**src/hdl/flash_prot_pkg.sv**
```systemverilog
// constants and types shared by the flash range protection design
package flash_prot_pkg;
   localparam int ADDR_W = 16;
   localparam int WB_DATA_W = 32;
   localparam int WB_ADR_W = 8;
   localparam int CFG_W = 8;

   // protection config field positions
   localparam int POL_BIT = 7;
   localparam int SPARE_BIT = 6;
   localparam int HDIS_BIT = 5;
   localparam int HS_MSB = 4;
   localparam int HS_LSB = 3;
   localparam int LDIS_BIT = 2;
   localparam int LS_MSB = 1;
   localparam int LS_LSB = 0;

   // value held until the load from the array completes
   localparam logic [CFG_W-1:0] CFG_RESET = 8'h00;
   localparam logic [ADDR_W-1:0] CFG_LOAD_ADDR = 16'hFF0D;

   // register word offsets (byte addresses)
   localparam logic [WB_ADR_W-1:0] OFS_CONFIG = 8'h00;
   localparam logic [WB_ADR_W-1:0] OFS_STATUS = 8'h04;
   localparam logic [WB_ADR_W-1:0] OFS_MASK = 8'h08;

   // status / mask layout
   localparam int STAT_W = 2;
   localparam int STAT_VIOL = 0;
   localparam int STAT_LOADED = 1;
   localparam logic [STAT_W-1:0] STAT_RESET = 2'h0;

   // range tables indexed by the two-bit size fields
   localparam logic [ADDR_W-1:0] HIGH_END = 16'hFFFF;
   localparam logic [ADDR_W-1:0] HIGH_START [4] =
      '{16'hF800, 16'hF000, 16'hE000, 16'hC000};
   localparam logic [ADDR_W-1:0] LOW_START = 16'h4000;
   localparam logic [ADDR_W-1:0] LOW_END [4] =
      '{16'h41FF, 16'h43FF, 16'h47FF, 16'h4FFF};

   // scenario = {polarity, high disable, low disable}; bit n = may go to n
   localparam int SCEN_N = 8;
   localparam logic [SCEN_N-1:0] SCEN_ALLOW [SCEN_N] =
      '{8'h0F, 8'h0A, 8'h0C, 8'h08, 8'h18, 8'h3C, 8'h5A, 8'hFF};
   localparam logic [2:0] SCEN_OPEN = 3'h7;

   typedef enum logic [1:0] {
      OP_PROGRAM,
      OP_ERASE,
      OP_MASS_ERASE
   } flash_op_t;

   typedef enum logic [1:0] {
      LOAD_REQ,
      LOAD_WAIT,
      RUN
   } load_state_t;
endpackage : flash_prot_pkg

```
**src/hdl/prot_range_check.sv**
```systemverilog
// decodes one array address against the high and low protection ranges
`timescale 1ns/1ps
module prot_range_check
   import flash_prot_pkg::*;
#(
   parameter int ADDR_W_P = ADDR_W
)
(
   input wire logic [ADDR_W_P-1:0] addr_i,
   input wire logic polarity_i,
   input wire logic high_disable_i,
   input wire logic [1:0] high_size_i,
   input wire logic low_disable_i,
   input wire logic [1:0] low_size_i,
   output logic protected_o
);
   logic in_high;
   logic in_low;
   logic in_enabled;

   generate
      if (ADDR_W_P != ADDR_W)
      begin : g_bad_width
         $error("prot_range_check: address width must be 16");
      end
   endgenerate

   // size fields pick the range bounds from fixed tables
   always_comb
   begin
      in_high = (addr_i >= HIGH_START[high_size_i]) &&
         (addr_i <= HIGH_END);
      in_low = (addr_i >= LOW_START) &&
         (addr_i <= LOW_END[low_size_i]);
   end

   // a cleared disable bit enables its range
   assign in_enabled = (!high_disable_i && in_high) ||
      (!low_disable_i && in_low);

   // polarity set: enabled ranges are protected; cleared: they are the
   // only unprotected part, so both disabled protects the whole array
   assign protected_o = polarity_i ? in_enabled
      : !in_enabled;
endmodule : prot_range_check

```
**src/hdl/flash_range_protection.sv**
```systemverilog
// flash range protection: config register, write filter, command gate
`timescale 1ns/1ps
module flash_range_protection
   import flash_prot_pkg::*;
#(
   parameter int ADDR_W_P = ADDR_W
)
(
   input wire logic clock_i,
   input wire logic rst_b_i,
   // classic wishbone slave
   input wire logic wb_cyc_i,
   input wire logic wb_stb_i,
   input wire logic wb_we_i,
   input wire logic [WB_ADR_W-1:0] wb_adr_i,
   input wire logic [3:0] wb_sel_i,
   input wire logic [WB_DATA_W-1:0] wb_dat_i,
   output logic [WB_DATA_W-1:0] wb_dat_o,
   output logic wb_ack_o,
   // reset-time read of the stored protection byte
   output logic load_req_o,
   output logic [ADDR_W_P-1:0] load_addr_o,
   input wire logic load_valid_i,
   input wire logic [CFG_W-1:0] load_data_i,
   // command check from the command controller
   input wire logic cmd_valid_i,
   input wire logic [1:0] cmd_op_i,
   input wire logic [ADDR_W_P-1:0] cmd_addr_i,
   output logic cmd_grant_o,
   output logic cmd_refuse_o,
   output logic protect_violation_flag_o,
   output logic irq_o
);
   load_state_t state_q;
   logic polarity_q;
   logic spare_q;
   logic high_disable_q;
   logic [1:0] high_size_q;
   logic low_disable_q;
   logic [1:0] low_size_q;
   logic [STAT_W-1:0] status_q;
   logic [STAT_W-1:0] mask_q;
   logic [STAT_W-1:0] status_set;
   logic [STAT_W-1:0] status_clr;
   logic [CFG_W-1:0] cfg_rd;
   logic [2:0] scen_cur;
   logic [2:0] scen_req;
   logic bus_req;
   logic wr_take;
   logic wr_cfg;
   logic cfg_ok;
   logic addr_prot;
   logic viol_evt;
   logic load_evt;
   logic grant_d;
   logic refuse_d;

   generate
      if (ADDR_W_P != ADDR_W)
      begin : g_bad_width
         $error("flash_range_protection: address width must be 16");
      end
   endgenerate

   assign cfg_rd = {polarity_q, spare_q, high_disable_q, high_size_q,
      low_disable_q, low_size_q};
   assign scen_cur = {polarity_q, high_disable_q, low_disable_q};
   assign scen_req = {wb_dat_i[POL_BIT], wb_dat_i[HDIS_BIT],
      wb_dat_i[LDIS_BIT]};

   // a write takes effect on the edge where the master sees ack
   assign bus_req = wb_cyc_i && wb_stb_i;
   assign wr_take = bus_req && wb_we_i && wb_ack_o;
   assign wr_cfg = wr_take && (wb_adr_i == OFS_CONFIG) && wb_sel_i[0] &&
      (state_q == RUN);
   // the table forbids any polarity 0 to 1 step, so such a write is dropped
   assign cfg_ok = SCEN_ALLOW[scen_cur][scen_req];

   always_ff @(posedge clock_i)
   begin
      if (!rst_b_i)
      begin
         wb_ack_o <= 1'b0;
      end
      else
      begin
         wb_ack_o <= bus_req && !wb_ack_o;
      end
   end

   // read data captured with ack; unmapped words read as zero
   always_ff @(posedge clock_i)
   begin
      if (!rst_b_i)
      begin
         wb_dat_o <= '0;
      end
      else if (bus_req && !wb_ack_o)
      begin
         wb_dat_o <= '0;
         case (wb_adr_i)
            OFS_CONFIG: wb_dat_o[CFG_W-1:0] <= cfg_rd;
            OFS_STATUS: wb_dat_o[STAT_W-1:0] <= status_q;
            OFS_MASK: wb_dat_o[STAT_W-1:0] <= mask_q;
            default: wb_dat_o <= '0;
         endcase
      end
   end

   // reset-time load sequence
   always_ff @(posedge clock_i)
   begin
      if (!rst_b_i)
      begin
         state_q <= LOAD_REQ;
         load_req_o <= 1'b0;
         load_addr_o <= CFG_LOAD_ADDR;
      end
      else
      begin
         case (state_q)
            LOAD_REQ:
            begin
               load_req_o <= 1'b1;
               state_q <= LOAD_WAIT;
            end
            LOAD_WAIT:
            begin
               if (load_valid_i)
               begin
                  load_req_o <= 1'b0;
                  state_q <= RUN;
               end
            end
            RUN: state_q <= RUN;
            default: state_q <= LOAD_REQ;
         endcase
      end
   end

   assign load_evt = (state_q == LOAD_WAIT) && load_valid_i;

   // protection config: loaded once, then filtered software writes
   always_ff @(posedge clock_i)
   begin
      if (!rst_b_i)
      begin
         polarity_q <= CFG_RESET[POL_BIT];
         spare_q <= CFG_RESET[SPARE_BIT];
         high_disable_q <= CFG_RESET[HDIS_BIT];
         high_size_q <= CFG_RESET[HS_MSB:HS_LSB];
         low_disable_q <= CFG_RESET[LDIS_BIT];
         low_size_q <= CFG_RESET[LS_MSB:LS_LSB];
      end
      else if (load_evt)
      begin
         polarity_q <= load_data_i[POL_BIT];
         spare_q <= load_data_i[SPARE_BIT];
         high_disable_q <= load_data_i[HDIS_BIT];
         high_size_q <= load_data_i[HS_MSB:HS_LSB];
         low_disable_q <= load_data_i[LDIS_BIT];
         low_size_q <= load_data_i[LS_MSB:LS_LSB];
      end
      else if (wr_cfg && cfg_ok)
      begin
         polarity_q <= wb_dat_i[POL_BIT];
         high_disable_q <= wb_dat_i[HDIS_BIT];
         low_disable_q <= wb_dat_i[LDIS_BIT];
         // sizes follow the disable bit as it stood before this write
         if (high_disable_q)
         begin
            high_size_q <= wb_dat_i[HS_MSB:HS_LSB];
         end
         if (low_disable_q)
         begin
            low_size_q <= wb_dat_i[LS_MSB:LS_LSB];
         end
      end
   end

   prot_range_check #(
      .ADDR_W_P(ADDR_W_P)
   ) u_range (
      .addr_i(cmd_addr_i),
      .polarity_i(polarity_q),
      .high_disable_i(high_disable_q),
      .high_size_i(high_size_q),
      .low_disable_i(low_disable_q),
      .low_size_i(low_size_q),
      .protected_o(addr_prot)
   );

   // commands before the load completes are refused without a violation,
   // since no protection is known yet
   always_comb
   begin
      grant_d = 1'b0;
      refuse_d = 1'b0;
      viol_evt = 1'b0;
      if (cmd_valid_i)
      begin
         if (state_q != RUN)
         begin
            refuse_d = 1'b1;
         end
         else if (cmd_op_i == OP_MASS_ERASE)
         begin
            if (scen_cur == SCEN_OPEN)
            begin
               grant_d = 1'b1;
            end
            else
            begin
               refuse_d = 1'b1;
               viol_evt = 1'b1;
            end
         end
         else if (addr_prot)
         begin
            refuse_d = 1'b1;
            viol_evt = 1'b1;
         end
         else
         begin
            grant_d = 1'b1;
         end
      end
   end

   always_ff @(posedge clock_i)
   begin
      if (!rst_b_i)
      begin
         cmd_grant_o <= 1'b0;
         cmd_refuse_o <= 1'b0;
      end
      else
      begin
         cmd_grant_o <= grant_d;
         cmd_refuse_o <= refuse_d;
      end
   end

   // sticky status, write one to clear; a set in the same cycle wins
   always_comb
   begin
      status_set = '0;
      status_set[STAT_VIOL] = viol_evt;
      status_set[STAT_LOADED] = load_evt;
      status_clr = '0;
      if (wr_take && (wb_adr_i == OFS_STATUS) && wb_sel_i[0])
      begin
         status_clr = wb_dat_i[STAT_W-1:0];
      end
   end

   always_ff @(posedge clock_i)
   begin
      if (!rst_b_i)
      begin
         status_q <= STAT_RESET;
      end
      else
      begin
         status_q <= (status_q & ~status_clr) | status_set;
      end
   end

   always_ff @(posedge clock_i)
   begin
      if (!rst_b_i)
      begin
         mask_q <= STAT_RESET;
      end
      else if (wr_take && (wb_adr_i == OFS_MASK) && wb_sel_i[0])
      begin
         mask_q <= wb_dat_i[STAT_W-1:0];
      end
   end

   // outputs lag status by one edge so that they come from flip-flops
   always_ff @(posedge clock_i)
   begin
      if (!rst_b_i)
      begin
         irq_o <= 1'b0;
         protect_violation_flag_o <= 1'b0;
      end
      else
      begin
         irq_o <= |(status_q & mask_q);
         protect_violation_flag_o <= status_q[STAT_VIOL];
      end
   end
endmodule : flash_range_protection

```
**config.mk**
```make
export PLATFORM = sky130hd
export DESIGN_NAME = flash_range_protection
export DESIGN_NICKNAME = d
export VERILOG_FILES = /design/src/hdl/flash_prot_pkg.sv /design/src/hdl/prot_range_check.sv /design/src/hdl/flash_range_protection.sv
export SDC_FILE = /design/constraint.sdc
export NUM_CORES = 1
export LEC_CHECK = 0
export ABC_AREA = 1
export BUFFER_PORTS_ARGS = -buffer_cell sky130_fd_sc_hd__buf_2
export CORE_ASPECT_RATIO = 0.8
export CORE_MARGIN = 2
export CORE_UTILIZATION = 43
export CTS_CLUSTER_SIZE = 10
export DETAILED_ROUTE_END_ITERATION = 6
export PLACE_DENSITY = 0.91
export SETUP_SLACK_MARGIN = 0.1
export SLEW_MARGIN = 15
export SYNTH_ARGS = -nofsm -noshare
export SYNTH_HDL_FRONTEND = slang
export SYNTH_HIERARCHICAL = 1
export SYNTH_SLANG_ARGS = --single-unit
```
**constraint.sdc**
```tcl
create_clock -name clock_i -period 2.1 [get_ports clock_i]
set_input_delay 0.42 -clock clock_i [delete_from_list [all_inputs] [get_ports clock_i]]
set_output_delay 0.42 -clock clock_i [all_outputs]
set_load 0.01 [all_outputs]
```
## Word-level counts from Yosys, hierarchy flattened

Memories as Yosys holds them, arrays and structs flattened.
Index checks and enable logic that the tools add are counted.

- Register bits: 28
- Bits in latches: 0
- Memory bits (writable): 0
- ROM bits: 64
- Input bits: 77
- Memories kept: 1

Memories:

| name | words | bits a word | rd ports | clocked after Yosys merged registers in | wr ports | RTL line | source |
|---|---|---|---|---|---|---|---|
| (no name shown) | 8 | 8 | 1 | 0 | 0 | flash_range_protection.sv:77 | `assign cfg_ok = SCEN_ALLOW[scen_cur][scen_req];` |

- Add/sub/neg operators: 0
- Multipliers: 0
- Divide/modulo/power cells: 0
- Magnitude comparators: 8
- Equal/unequal tests: 8
- Shifts and indexed selects: 0
- Multiplexer cells: 39
- Bitwise gates (word level): 9
- Reduce and logical (&&, ||, !) cells: 34

Operator list:

| kind | number |
|---|---|
| binary-select mux 16 bit (select 2 bit) | 2 |
| 2-to-1 mux 16 bit | 4 |
| 2-to-1 mux 1 bit | 18 |
| logical AND 1 bit | 17 |
| >= comparator 16 x 15 -> 1 bit, second input constant | 1 |
| >= comparator 16 bit | 1 |
| <= comparator 16 bit | 1 |
| <= comparator 16 bit, second input constant | 1 |
| 2-to-1 mux 2 bit | 8 |
| 2-to-1 mux 8 bit | 2 |
| one-hot mux 2 bit (3 select lines) | 2 |
| equality test 8 x 3 -> 1 bit, second input constant | 1 |
| equality test 8 x 4 -> 1 bit, second input constant | 1 |
| logical NOT 8 bit | 1 |
| AND reduction 2 bit | 4 |
| nonzero test 2 bit | 4 |
| >= comparator 3 bit, second input constant | 2 |
| 2-to-1 mux 6 bit | 1 |
| NOT 2 -> 3 bit | 2 |
| bitwise AND 2 bit | 2 |
| equality test 2 bit, second input constant | 2 |
| >= comparator 4 bit, second input constant | 1 |
| logical NOT 1 bit | 4 |
| less-than comparator 3 x 4 -> 1 bit, second input constant | 1 |
| 13 further kinds | 15 |

## Logic depth before layout (Yosys ltp)

Gate-level depths: netlist of run 1.

- Depth after elaboration: 15
- Mapped depth: 17
- Mapped depth without buffers: 17

## Hierarchy

The synthesis of run 1 kept the hierarchy.

Modules (own cells, without submodules):

| module | instances | cells each | area each (sq um) | seq. area each (sq um) |
|---|---|---|---|---|
| flash_range_protection | 1 | 251 | 1808.0 | 560.5 |
| prot_range_check | 1 | 60 | 307.8 | 0.0 |

## Least setup slack after synthesis of run 1

OpenSTA, ideal clock, no wires.

- Path kind: input -> register
- Start point: in cmd_addr_i[13]
- End point: reg cmd_refuse_o
- Library setup time: 110 ps
- Data arrival time: 1477 ps
- Setup slack: 512 ps
- Stages: 15
- Path buffers: 0
- Cell sequence: ha_1 > nand2_1 > inv_2 > nand2_1 > nand2_1 > nand2_1 > nand2_1 > nand2_1 > nand2_1 > nand2_1 > nand2_1 > o21ai_0 > nand3_1 > nand3_1 > inv_1

- Longest elaborated chain between the ends: 9
- Elaborated cells between the ends (all ways): 14

Ends and longest elaborated chain:

| item | RTL line | source |
|---|---|---|
| start, declared | flash_range_protection.sv:28 | `input wire logic [ADDR_W_P-1:0] cmd_addr_i,` |
| >= comparator 16 bit (tied with other cells) | prot_range_check.sv:31 | `in_high = (addr_i >= HIGH_START[high_size_i]) &&` |
| logical AND 1 bit, on equally long branches | prot_range_check.sv:31, prot_range_check.sv:33 |  |
| logical AND 1 bit, on equally long branches | prot_range_check.sv:38, prot_range_check.sv:39 |  |
| logical OR 1 bit * | prot_range_check.sv:38 | `assign in_enabled = (!high_disable_i && in_high) \|\|` |
| logical NOT 1 bit | prot_range_check.sv:44 | `: !in_enabled;` |
| 2-to-1 mux 1 bit * | prot_range_check.sv:43 | `assign protected_o = polarity_i ? in_enabled` |
| via addr_prot | flash_range_protection.sv:52 | `logic addr_prot;` |
| 2-to-1 mux 1 bit * | flash_range_protection.sv:218 | `else if (addr_prot)` |
| 2-to-1 mux 1 bit * | flash_range_protection.sv:206 | `else if (cmd_op_i == OP_MASS_ERASE)` |
| 2-to-1 mux 1 bit * | flash_range_protection.sv:202 | `if (state_q != RUN)` |
| end signal, assigned | flash_range_protection.sv:240 | `cmd_refuse_o <= refuse_d;` |
| end, declared | flash_range_protection.sv:30 | `output logic cmd_refuse_o,` |

The timed path passes the listed nets; every way through them passes the cells marked *.
A chain may end at the register's enable or synchronous reset.

## Final worst setup path of run 1

- Start point: reg low_size_q[1]
- End point: reg status_q[0]

- Longest elaborated chain between the ends: 15

Ends and longest elaborated chain:

| item | RTL line | source |
|---|---|---|
| start, declared | flash_range_protection.sv:40 | `logic [1:0] low_size_q;` |
| start signal, assigned | flash_range_protection.sv:153 | `low_size_q <= CFG_RESET[LS_MSB:LS_LSB];` |
| start signal, assigned | flash_range_protection.sv:162 | `low_size_q <= load_data_i[LS_MSB:LS_LSB];` |
| start signal, assigned | flash_range_protection.sv:176 | `low_size_q <= wb_dat_i[LS_MSB:LS_LSB];` |
| NOT 2 -> 3 bit (not written as such) * | prot_range_check.sv:34 | `(addr_i <= LOW_END[low_size_i]);` |
| binary-select mux 16 bit (select 2 bit) * | prot_range_check.sv:34 |  |
| 2-to-1 mux 16 bit (not written as such) * (2 in a row) | prot_range_check.sv:34 |  |
| <= comparator 16 bit * | prot_range_check.sv:34 |  |
| logical AND 1 bit * | prot_range_check.sv:33 | `in_low = (addr_i >= LOW_START) &&` |
| logical AND 1 bit * | prot_range_check.sv:39 | `(!low_disable_i && in_low);` |
| logical OR 1 bit * | prot_range_check.sv:38 |  |
| logical NOT 1 bit | prot_range_check.sv:44 |  |
| 2-to-1 mux 1 bit * | prot_range_check.sv:43 |  |
| via addr_prot | flash_range_protection.sv:52 |  |
| 2-to-1 mux 1 bit * | flash_range_protection.sv:218 |  |
| 2-to-1 mux 1 bit * | flash_range_protection.sv:206 |  |
| 2-to-1 mux 1 bit * | flash_range_protection.sv:202 |  |
| 2-to-1 mux 1 bit * | flash_range_protection.sv:200 | `if (cmd_valid_i)` |
| OR 2 bit * | flash_range_protection.sv:265 | `status_q <= (status_q & ~status_clr) \| status_set;` |
| end signal, assigned | flash_range_protection.sv:265 |  |
| end, declared | flash_range_protection.sv:41 | `logic [STAT_W-1:0] status_q;` |

The timed path passes the listed nets; every way through them passes the cells marked *. The select of a mux whose other input is x is not followed.

==> results of run 1 <==
[sequential cells by signal, indices dropped and copies added, names as in the netlist]
name,flops
spare_q,1
irq_o,1
protect_violation_flag_o,1
mask_q,2
cmd_refuse_o,1
status_q,2
low_disable_q,1
wb_ack_o,1
cmd_grant_o,1
high_size_q,2
low_size_q,2
load_req_o,1
wb_dat_o,8
high_disable_q,1
state_q,2
polarity_q,1
[through the flow]
| stage | instances | power (mW) |
|---|---|---|
| 5_1_grt | 431 | 1.63 |
| 3_5_place_dp | 428 | 1.23 |
| 4_1_cts | 431 | 1.51 |
| 6_report | 431 | 1.51 |
| 2_1_floorplan | 349 | 1.12 |
| 3_3_place_gp | 428 | 1.20 |
[synthesized netlist by cell type, drive strengths merged, types with 3 or more instances]
library cell,instances
nor4,3
dfxtp,28
buf,43
ha,11
o21ai,18
inv,34
nand2,82
nand3,22
a21oi,22
nor2,34
[worst paths after layout]
path	slack [ns]	depth (start not counted)	start	endpoint
setup / recovery	0.27	13	low_size_q[1]$_SDFFE_PN0P_	status_q[0]$_SDFF_PN0_
hold / removal	0.38	3	cmd_valid_i	cmd_grant_o$_SDFF_PP0_
setup reg to reg	0.27	13	low_size_q[1]$_SDFFE_PN0P_	status_q[0]$_SDFF_PN0_
hold reg to reg	0.47	2	status_q[0]$_SDFF_PN0_	protect_violation_flag_o$_SDFF_PN0_
[area by class of cell]
type / count / area (µm²) / area share (%)
multi-input combinational: 240 / 1240 / 52.1
clock buffer: 3 / 41.3 / 1.73
timing repair buffer: 64 / 325 / 13.7
inverter: 36 / 135 / 5.68
sequential: 28 / 563 / 23.6
tap: 60 / 75.1 / 3.15
[repair_timing]
item,4_1_cts,5_1_grt
buffers inserted,0,0
endpoints found under the setup margin,0,2
resized for setup,0,2
[per-layer routing]
metal  track usage [%]  part of all wire, %  up-vias
li1                  -                    -     1030
met1              20.0                   43      873
met2              28.9                   49       57
met3              3.79                  6.7        4
met4              3.75                  1.0        0
met5                 0                    0        -
[cells by family after synthesis]
kind of cell / Yosys count / synth area share (%)
buf+inv: 81 / 21.6
compound gates: 44 / 11.8
flops: 28 / 26.5
fa+ha+maj: 11 / 6.50
other cells: 2 / 0.355
simple gates: 145 / 33.3
[report_power, final]
| group | internal (mW) | leakage [nW] | total, mW | switching [mW] |
|---|---|---|---|---|
| logic | 0.208 | 1.02 | 0.548 | 0.340 |
| clock network | 0.129 | 0.0216 | 0.284 | 0.155 |
| registers | 0.610 | 0.230 | 0.677 | 0.0669 |
[worst min-delay path, cell delays in order]
cell                      delay, ns
sky130_fd_sc_hd__buf_2         0.11
sky130_fd_sc_hd__nand2_1       0.05
sky130_fd_sc_hd__nor2_1        0.03
==> results by stage, run 1 <==
Logic synthesis:
- The area of the mapped netlist is 2120 µm².
- In this run, distinct cell masters in the synthesized netlist total 33.
- The sequential area share after synthesis is 26.5%.
- The proportion of register bits with asynchronous set or reset after synthesis is 0%.
- The number of enable flip-flop cells after synthesis is 0.
- The share of synthesized area in the top cell type comes to 26.5%.
- The number of warning messages in the yosys log is 6.
- The top cell type by total area after synthesis is sky130_fd_sc_hd__dfxtp_1.
- The average instance area after synthesis is 6.80 µm².
- The number of standard cells after synthesis is 311.
- In the synthesized netlist the dominant register cell turns out to be sky130_fd_sc_hd__dfxtp_1.
- Yosys attributes the largest share of cell area to sky130_fd_sc_hd__dfxtp_1 26%, sky130_fd_sc_hd__buf_4 14%, sky130_fd_sc_hd__nand2_1 14%.
- Synthesis inferred 28 register bits.

Placed design:
- The HPWL after detailed placement is 3.70 mm.
- At the placement stage, the worst setup path has a slack of 0.215 ns.
- The last weighted congestion value of the routability-driven placer is 0.817.
- The count of buffers from port buffering is 62.
- The placed standard-cell area is 2340 µm².

Clocking:
- The number of H-tree branching levels is 1.
- CTS placed an instance of sky130_fd_sc_hd__clkbuf_8 at the clock tree root.
- The hold buffer count at cts is 0.
- For this design, the sink count on the clock tree is 28.
- The clock transition at the registers of the reported paths is 0.09 ns.
- TritonCTS built the clock tree.
- The later pin in the worst-skew pair is clocked with a latency of 0.27 ns.
- In this run, CTS created clock tree buffers numbering 3.
- The clock tree buffer depth is 2.

Global route:
- The initial antenna violation count is 0.
- The total global routing track utilization is 16.4%.
- The first-pass GRT wire length is 7.11 mm.
- The via count of the first global-routing pass came to 1704.
- Entering global routing, the biggest net connects 20 pins.
- Global routing finished with a remaining overflow of 0.

Setup path:
- Along the worst path, the maximum fanout reaches 5.
- On the critical path the largest part of the delay comes from simple AND/OR/NAND/NOR gates.
- The critical path goes through nand2_1, ha_1, a21oi_1, nand2_1, o21ai_2, nand2_1, nand2_1, nand2_1, nand2_1, o21ai_0, nand2_1, nand3_1, o21ai_1.
- Counting both buffers and inverters, the worst setup path holds a total of 0.
- The worst setup path is launched from a flip-flop.
- The most prevalent standard cell on the critical path is sky130_fd_sc_hd__nand2_1.
- The biggest cell delay along the critical path is 0.41 ns.
- The worst path arrival time is 2.03 ns.
- The kind of critical path is reg -> reg.
- For the worst setup path, the data required time is 2.30 ns.
- The slowest stage cell on the critical path is sky130_fd_sc_hd__dfxtp_1.
- The endpoint kind of the worst setup timing path is a flip-flop.

Detailed routing:
- The remaining design rule violation count is 0.
- The final wirelength is 4.37 mm.
- The via density per instance is 4.56.
- Dividing the detail-routed wire length by the instance count gives 10.1 µm.
- The DRC violation total after the first TritonRoute iteration is 107.
- The count of TritonRoute iterations in the first routing pass is 4.
- Across all layers, the routed design uses 1964 vias.
- The remaining number of nets flagged by the antenna check after routing is 0.

STA:
- The maximum operating frequency is 548 MHz.
- Setup repair after global routing left no endpoint under its margin.
- Final hold analysis gives a worst-case slack of 0.384 ns.
- The number of max-slew violations in the final report was 0.
- After layout, the worst setup slack is 0.274 ns.
- The final setup TNS is 0 ns.
- The total of endpoints with negative setup slack in the final report is 0.
- The final critical delay including setup and external delays is 1.83 ns.
- The post-route clock period utilization is 87.0%.
- The worst-case clock skew is 0.00270 ns.
- The hold violation total from the final report is 0.

Finish:
- The number of antenna diodes is 0.
- The number of nets in the finished design is 461.
- Relative to the synthesized area, the layout overhead comes to 12.5%.
- The cell area after layout is 2380 µm².
- The number of filler cells placed in the layout is 484.
- Leaving out fill and tap cells, the most frequent cell in the layout is sky130_fd_sc_hd__nand2_1.
- In the layout the commonest cells are 77 x sky130_fd_sc_hd__nand2_1, 62 x sky130_fd_sc_hd__buf_2, 40 x sky130_fd_sc_hd__conb_1.
- In the final layout, the share of cells above drive strength 1 is 24.3%.
- The core occupancy in the finished layout is 51.2%.

Die:
- The area enclosed by the die boundary is 5500 µm².
- The die width is 82.4 µm.
- The region available for standard cell placement spans 4650 µm².
- The starting density of the core is 45.5%.
- Pin placement for this block handled 131 I/O pins.
- The number of placement rows is 22.
- The height of the chip is 66.7 µm.

Job:
- The max-capacitance violation count is 0.

Pwr:
- IR analysis of the VDD net gives a maximum drop of 0.586 mV.
- The leakage power summed over all cells is 1.27 nW.
- The power density over the cells is 634 nW/µm².

Status:
- The run finished with clean final reports.

Hold path:
- The class of the tightest hold or removal check is in -> reg.
No activity file was read; power rests on OpenSTA's default activity.
==> run 2: changes to the inputs <==
--- a/config.mk
+++ b/config.mk
@@ -17,5 +17,4 @@
 export SLEW_MARGIN = 15
 export SYNTH_ARGS = -nofsm -noshare
 export SYNTH_HDL_FRONTEND = slang
-export SYNTH_HIERARCHICAL = 1
 export SYNTH_SLANG_ARGS = --single-unit
==> run 2 against run 1 <==
  * Via count is 2.3% higher
  * Sequential power hardly changed
  * Clock-buffer cell count stayed put
  * Final area is 0.16% higher
  * Critical path type unchanged
  * Routed wire length is 2.8% higher
  * Maximum frequency is 5.8% higher
  * Total power is 9.4% higher
  * Cell count is 1.4% higher
  * Non-clock buffer count is 1 lower
  * Combinational power is 0.7% higher
==> results by stage, run 2 <==
Die:
- The I/O pin count came to 131 (unchanged).
- The starting density of the core is 45.1% (-0.38 points).
- The height of the chip is 66.5 µm (-0.39%).
- The area enclosed by the die boundary is 5460 µm² (-0.78%).
- The number of placement rows was 22 (unchanged).
- The die width was 82.1 µm (-0.39%).
- The placeable core region is 4650 µm² (unchanged).

Finish:
- The cell area after layout is 2380 µm² (+0.16%).
- The top cell types in the final layout, fill and taps aside, are 80 x sky130_fd_sc_hd__nand2_1, 62 x sky130_fd_sc_hd__buf_2, 40 x sky130_fd_sc_hd__conb_1.
- The number of antenna diodes is 0 (unchanged).
- The number of flip-flops in the largest register is 8 (unchanged).
- Ranked by flip-flop count, first place goes to wb_dat_o.
- The number of nets in the finished design came to 466 (+1.1%).
- The number of filler cells placed in the layout is 448 (-7.4%).
- The library cell used most frequently in the layout, excluding fill and tap cells, is sky130_fd_sc_hd__nand2_1.
- The layout overhead on the synthesized area is 13.7%.
- The share of post-route cells with drive strength above 1 came to 24.9% (+0.67 points).

Logic synthesis:
- The total of flip-flops plus latches after synthesis came to 28 (unchanged).
- The area share of the largest cell type after synthesis came to 26.7% (+0.22 points).
- The number of warning messages in the yosys log is 0 (-6).
- Ranked by total cell area, the synthesized netlist is headed by sky130_fd_sc_hd__dfxtp_1 27%, sky130_fd_sc_hd__buf_4 14%, sky130_fd_sc_hd__nand2_1 14%.
- The number of enable flip-flop cells after synthesis is 0 (unchanged).
- The count of distinct cell types in the synthesized netlist is 26 (-21%).
- The sequential area share after synthesis is 26.7% (+0.22 points).
- The number of standard cells after synthesis was 317 (+1.9%).
- The proportion of register bits with asynchronous set or reset after synthesis is 0% (unchanged).
- The top cell type by total area after synthesis is sky130_fd_sc_hd__dfxtp_1.
- The average instance area after synthesis was 6.62 µm² (-2.7%).
- The area of the mapped netlist is 2100 µm² (-0.83%).
- The most frequent cell after synthesis is sky130_fd_sc_hd__nand2_1.
- Sorting the synthesized cells by how often they occur yields 80 x sky130_fd_sc_hd__nand2_1, 40 x sky130_fd_sc_hd__buf_4, 35 x sky130_fd_sc_hd__nor2_1, 28 x sky130_fd_sc_hd__dfxtp_1, 26 x sky130_fd_sc_hd__inv_1.
- The top flip-flop cell by instance count after synthesis is sky130_fd_sc_hd__dfxtp_1.

Clocking:
- The clock latency at the later pin of the worst-skew pair is 0.27 ns (about the same).
- The number of buffers inserted to repair setup after CTS was 0 (unchanged).
- The post-CTS resize count is 0 (unchanged).
- The hold buffer count at cts was 0 (unchanged).
- The number of clock buffers inserted by TritonCTS is 3 (unchanged).
- The root buffer cell chosen for the clock tree is sky130_fd_sc_hd__clkbuf_8.
- The number of H-tree branching levels is 1 (unchanged).
- TritonCTS built the clock tree.
- The clock transition at the registers of the reported paths is 0.10 ns (about the same).
- The clock sink total was 28 (unchanged).
- The clock tree buffer depth is 2 (unchanged).

Setup path:
- The endpoint kind of the worst setup timing path is a flip-flop.
- The worst path arrival time is 1.91 ns (-0.12 ns).
- The top fanout value on the critical path is 4 (-1).
- Tracing the worst setup path back leads to its startpoint at low_size_q[1]$_SDFFE_PN0P_.
- The end of the critical path is cmd_refuse_o$_SDFF_PN0_.
- The biggest cell delay along the critical path is 0.41 ns (about the same).
- The startpoint type of the worst setup path is a flip-flop.
- Walking the worst path, the cells encountered are nand2_1, ha_1, nand2_1, nand2_1, nand2_1, inv_2, nor2_1, nand2_1, nand2_1, nand2_1, nand2_1, nand3_1, nand2_1, inv_1.
- By startpoint and endpoint, the worst setup path is classified as reg -> reg.
- The endpoint of the worst-slack reg-to-reg timing path is cmd_refuse_o$_SDFF_PN0_.
- The startpoint of the most critical register-to-register path is low_size_q[1]$_SDFFE_PN0P_.
- The depth of the most critical reg-to-reg path is 14 (+1).
- The internal reg-to-reg setup slack is 0.37 ns (+0.10 ns).
- The critical path data required time is 2.29 ns (about the same).
- The slowest stage cell on the critical path is sky130_fd_sc_hd__dfxtp_1.
- The most prevalent standard cell on the critical path is sky130_fd_sc_hd__nand2_1.

Pwr:
- The logic gate share of total power was 33.4% (-2.9 points).
- The power density over the cells came to 692 nW/µm² (+9.3%).
- The leakage power summed over all cells is 1.31 nW (+2.9%).
- The sequential group share of total power was 41.0% (-3.9 points).
- The part of the total power dissipated in the clock network was 25.6% (+6.8 points).
- The switching part of the total is 35.3% (-2.0 points).
- The cell-internal power is 1.07 mW (+13%).
- The reported net switching power is 0.582 mW (+3.6%).
- The maximum vdd drop is 0.460 mV (-22%).

Detailed routing:
- The remaining number of nets flagged by the antenna check after routing is 0 (unchanged).
- The DRC violation total after the first TritonRoute iteration was 114 (+6.5%).
- The per-cell routed wire length came to 10.3 µm (+1.4%).
- The final wirelength is 4.50 mm (+2.8%).
- The remaining design rule violation count is 0 (unchanged).
- The via density per instance is 4.60 (+0.94%).
- The count of TritonRoute iterations in the first routing pass came to 4 (unchanged).
- The detailed-route via count is 2010 (+2.3%).

STA:
- The final critical delay including setup and external delays was 1.73 ns (-0.100 ns).
- The total of endpoints with negative setup slack in the final report is 0 (unchanged).
- The final setup TNS is 0 ns (unchanged).
- The post-route clock period utilization is 82.2% (-4.8 points).
- Setup repair after global routing left no endpoint under its margin.
- The hold violation total from the final report came to 0 (unchanged).
- The worst-case clock skew is 0.00413 ns (+0.00143 ns).
- The maximum operating frequency came to 579 MHz (+5.8%).
- The number of max-slew violations in the final report is 0 (unchanged).

Global route:
- The global-route congestion overflow total is 0 (unchanged).
- The first-pass GRT wire length is 7.29 mm (+2.5%).
- The via count of the first global-routing pass was 1775 (+4.2%).
- The initial antenna violation count is 0 (unchanged).
- The largest net degree at the start of global routing is 21 (+5.0%).
- The total global routing track utilization is 16.9% (+0.51 points).

Hold path:
- The worst min-delay path startpoint is wb_dat_i[1].
- The class of the tightest hold or removal check is in -> reg.

Placed design:
- The post-detailed-placement half-perimeter wirelength is 3.69 mm (-0.38%).
- The count of buffers from port buffering was 62 (unchanged).
- The placed standard-cell area is 2310 µm² (-1.0%).
- The last weighted congestion value of the routability-driven placer is 0.860 (+5.3%).

Status:
- The flow ran to the end, and the final reports show no timing, DRC or antenna violations.

Job:
- The max-capacitance violation count was 0 (unchanged).
## run 2: cell types whose count changed in the layout (fill, tap and decap cells not counted), moves of 3 or more
| cell | previous run | this run |
|---|---|---|
| sky130_fd_sc_hd__nor2_1 | 30 | 35 |
| sky130_fd_sc_hd__inv_1 | 31 | 26 |
| sky130_fd_sc_hd__nand2_1 | 77 | 80 |
| sky130_fd_sc_hd__o21ai_0 | 16 | 12 |
| sky130_fd_sc_hd__nand3_1 | 19 | 16 |
| sky130_fd_sc_hd__o21ai_1 | 1 | 7 |
| sky130_fd_sc_hd__inv_2 | 3 | 10 |
## run 2: worst min-delay path by stage
stage	end	slack, ns	cells past startpoint
after floorplan	protect_violation_flag_o$_SDFF_PN0_	0.43	2
after global placement	wb_dat_o[6]$_SDFFE_PN0P_	0.45	2
after detailed placement	wb_dat_o[6]$_SDFFE_PN0P_	0.46	2
after CTS	mask_q[1]$_SDFFE_PN0P_	0.40	3
after global routing	mask_q[1]$_SDFFE_PN0P_	0.40	3
final	mask_q[1]$_SDFFE_PN0P_	0.40	3
## run 2: stage by stage
stage / power [mW] / hold slack (ns) / setup slack (ns) / std cells / utilization (%)
after floorplan: 1.12 / 0.432 / 0.610 / 355 / -
after CTS: 1.65 / 0.404 / 0.376 / 437 / 51.3
after global placement: 1.20 / 0.451 / 0.361 / 433 / 49.7
after global routing: 1.77 / 0.401 / 0.127 / 437 / 51.3
final: 1.65 / 0.402 / 0.374 / 437 / 51.3
after detailed placement: 1.23 / 0.460 / 0.299 / 433 / 49.7
## run 2: area by class of cell
class / instances / area [µm²] / share of cell area, %
multi-input combinational: 245 / 1220 / 51.2
sequential: 28 / 561 / 23.5
timing repair buffer: 63 / 318 / 13.3
inverter: 37 / 140 / 5.88
tap: 60 / 75.1 / 3.15
clock buffer: 3 / 41.3 / 1.73
clock inverter: 1 / 30.0 / 1.26
## run 2: kinds of logic after synthesis
family	Yosys count	synth area share, %
other cells	2	0.358
buf+inv	82	21.9
simple gates	150	33.0
compound gates	44	11.4
fa+ha+maj	11	6.56
flops	28	26.7
## run 2: worst max-delay path: cells and delay by family, from the launching register on
family                   cells  cell delay [ns]
buffers and inverters        2             0.06
adder cells (fa/ha/maj)      1             0.30
AND/OR/NAND/NOR             11             0.88
flip-flops                   1             0.41
## run 2: layer usage
layer	part of all wire [%]	GRT usage, %
met5	0	0
met4	0.87	3.96
met3	7.2	3.25
met2	50	30.1
met1	42	20.8
## run 2: power groups by stage
stage	sequential [mW]	combinational, mW	clock (mW)
6_report	0.677	0.552	0.423
5_1_grt	0.687	0.636	0.452
4_1_cts	0.675	0.551	0.429
3_5_place_dp	0.686	0.546	0
3_3_place_gp	0.682	0.520	0
2_1_floorplan	0.679	0.444	0
==> run 3: changes to the inputs <==
==> constraint.sdc (replaced) <==
create_clock -name clock_i -period 1.8 [get_ports clock_i]
set_input_delay 0.36 -clock clock_i [delete_from_list [all_inputs] [get_ports clock_i]]
set_output_delay 0.36 -clock clock_i [all_outputs]
set_load 0.01 [all_outputs]
==> run 3 against run 2 <==
  * Sequential power increased by 18%
  * Maximum frequency increased by 0.69%
  * Cell count increased by 0.92%
  * Final area increased by 3.7%
  * Via count increased by 1.7%
  * Total power increased by 20%
  * Critical path type unchanged
==> results by stage, run 3 (synthesis results as in run 2) <==
Finish:
- The library cell used most frequently in the layout, excluding fill and tap cells, is sky130_fd_sc_hd__nand2_1.
- The core occupancy in the finished layout came to 53.1% (+1.9 points).
- The number of nets in the finished design came to 470 (+0.86%).
- The register ranked first by flip-flop count is wb_dat_o.
- The area growth from synthesis to layout is 17.8%.
- The number of standard cells in the layout, taps in and fillers out was 441 (+0.92%).
- The share of post-route cells with drive strength above 1 came to 31.0% (+6.0 points).
- The number of flip-flops in the largest register is 8 (unchanged).
- Leaving out fill and tap cells, the most frequent cells in the layout are 72 x sky130_fd_sc_hd__nand2_1, 62 x sky130_fd_sc_hd__buf_2, 40 x sky130_fd_sc_hd__conb_1.
- The number of antenna diodes was 0 (unchanged).

Global route:
- The initial antenna violation count is 0 (unchanged).
- The global-route congestion overflow total is 0 (unchanged).
- The via count of the first global-routing pass is 1821 (+2.6%).
- The first-pass GRT wire length is 7.49 mm (+2.7%).
- The total global routing track utilization came to 17.3% (+0.46 points).
- The largest net degree at the start of global routing is 21 (unchanged).

Die:
- The area enclosed by the die boundary is 5460 µm² (unchanged).
- The height of the chip is 66.5 µm (unchanged).
- The I/O pin count came to 131 (unchanged).
- The placeable core region is 4650 µm² (unchanged).
- The number of placement rows is 22 (unchanged).
- The starting density of the core is 45.1% (unchanged).
- The die width is 82.1 µm (unchanged).

STA:
- Setup repair after global routing could not meet its margin everywhere.
- The final worst-path setup slack came to 0.0860 ns (-0.288 ns).
- The post-route clock period utilization was 95.2% (+13 points).
- The number of max-slew violations in the final report is 0 (unchanged).
- The hold violation total from the final report was 0 (unchanged).
- The maximum operating frequency is 583 MHz (+0.69%).
- The total of endpoints with negative setup slack in the final report is 0 (unchanged).
- The worst-case clock skew was 0.00329 ns (-0.000840 ns).
- The final critical delay including setup and external delays came to 1.71 ns (-0.0119 ns).

Placed design:
- The count of buffers from port buffering is 62 (unchanged).
- The last weighted congestion value of the routability-driven placer is 0.890 (+3.5%).
- The worst slack at placement is 0.0954 ns (-0.204 ns).
- The cell count after placement is 436 (+0.69%).
- The post-detailed-placement half-perimeter wirelength is 3.80 mm (+2.9%).

Setup path:
- The worst path arrival time is 1.90 ns (about the same).
- STA classifies the critical path endpoint as a flip-flop.
- The critical path data required time is 1.99 ns (-0.30 ns).
- The depth of the most critical reg-to-reg path is 14 (unchanged).
- The startpoint type of the worst setup path is a flip-flop.
- The biggest cell delay along the critical path is 0.38 ns (-0.03 ns).
- The top fanout value on the critical path is 4 (unchanged).
- The critical path in this run is classified as reg -> reg.
- In this design, the critical path's most frequently occurring cell is sky130_fd_sc_hd__nand2_1.
- The signal on the critical path passes through nand2_1, ha_1, nand2_1, nand2_1, nand2_1, inv_2, nor2_1, nand2_1, nand2_2, nand2_2, nand2_2, nand3_2, nand2_1, inv_1.
- On the critical path, the stage with the largest delay is an instance of sky130_fd_sc_hd__dfxtp_2.

Clocking:
- The clock sink total is 28 (unchanged).
- The number of clock buffers inserted by TritonCTS was 3 (unchanged).
- The hold buffer count at cts is 0 (unchanged).
- Clock tree synthesis selected as its root buffer the cell sky130_fd_sc_hd__clkbuf_8.
- TritonCTS built the clock tree.
- The clock tree buffer depth came to 2 (unchanged).
- The number of H-tree branching levels was 1 (unchanged).
- The clock latency at the later pin of the worst-skew pair is 0.27 ns (about the same).
- The clock transition at the registers of the reported paths is 0.10 ns (about the same).

Pwr:
- The leakage power summed over all cells came to 1.33 nW (+1.7%).
- The power density over the cells is 805 nW/µm² (+16%).
- The maximum vdd drop is 0.519 mV (+13%).

Detailed routing:
- The remaining number of nets flagged by the antenna check after routing was 0 (unchanged).
- The final wirelength is 4.81 mm (+6.9%).
- The via density per instance is 4.63 (+0.77%).
- The DRC violation total after the first TritonRoute iteration was 153 (+34%).
- The detailed-route via count is 2044 (+1.7%).
- The count of TritonRoute iterations in the first routing pass is 4 (unchanged).
- The per-cell routed wire length is 10.9 µm (+5.9%).
- The remaining design rule violation count is 0 (unchanged).

Job:
- The max-capacitance violation count is 0 (unchanged).

Status:
- The flow ran to the end, and the final reports show no timing, DRC or antenna violations.

Hold path:
- The count of cells along the worst hold path is 3 (unchanged).
- The class of the tightest hold or removal check is in -> reg.
-- run 3: final cells by class --
class / count / area, µm²
Clock inverter: 1 / 30.0
Sequential cell: 28 / 573
Tap cell: 60 / 75.1
Fill cell: 437 / 2180
Multi-Input combinational cell: 245 / 1260
Timing Repair Buffer: 67 / 348
Inverter: 37 / 140
Clock buffer: 3 / 41.3
-- run 3: routing by layer --
layer | wire [µm] | global-route usage (%) | up-vias
li1 | - | - | 1044
met1 | 1950 | 19.9 | 921
met2 | 2440 | 32.4 | 73
met3 | 374 | 4.61 | 6
met4 | 42 | 2.92 | 0
met5 | 0 | 0 | -
-- run 3: timing repair --
item | 4_1_cts | 5_1_grt
setup buffers | 0 | 1
resized for setup | 0 | 22
endpoints found under the setup margin | 0 | 7
-- run 3: power breakdown --
group	internal (mW)	leakage (nW)	switching [mW]	total (mW)
Combinational	0.262	1.06	0.435	0.697
Clock	0.298	0.0357	0.199	0.496
Sequential	0.718	0.232	0.0781	0.796
-- run 3: through the flow --
stage	total power, mW	hold slack (ns)	TNS, ns	instance area (µm²)
final	1.99	0.337	0	2470
after global routing	2.12	0.366	-0.0219	2470
after CTS	1.94	0.339	0	2410
after detailed placement	1.45	0.456	0	2340
after global placement	1.41	0.451	0	2340
after floorplan	1.31	0.432	0	2240
-- run 3: path summary, 6_finish.rpt --
path,startpoint,to,slack (ns)
min,load_data_i[6],spare_q$_SDFFE_PN0P_,0.34
max,low_size_q[1]$_SDFFE_PN0P_,cmd_refuse_o$_SDFF_PN0_,0.09
min reg2reg,spare_q$_SDFFE_PN0P_,wb_dat_o[6]$_SDFFE_PN0P_,0.47
max reg2reg,low_size_q[1]$_SDFFE_PN0P_,cmd_refuse_o$_SDFF_PN0_,0.09
-- run 3: critical path: cells and delay by family (launching register included) --
family,cells,cell delay [ns]
flip-flops,1,0.38
buffers and inverters,2,0.06
AND/OR/NAND/NOR,11,0.91
adder cells (fa/ha/maj),1,0.29
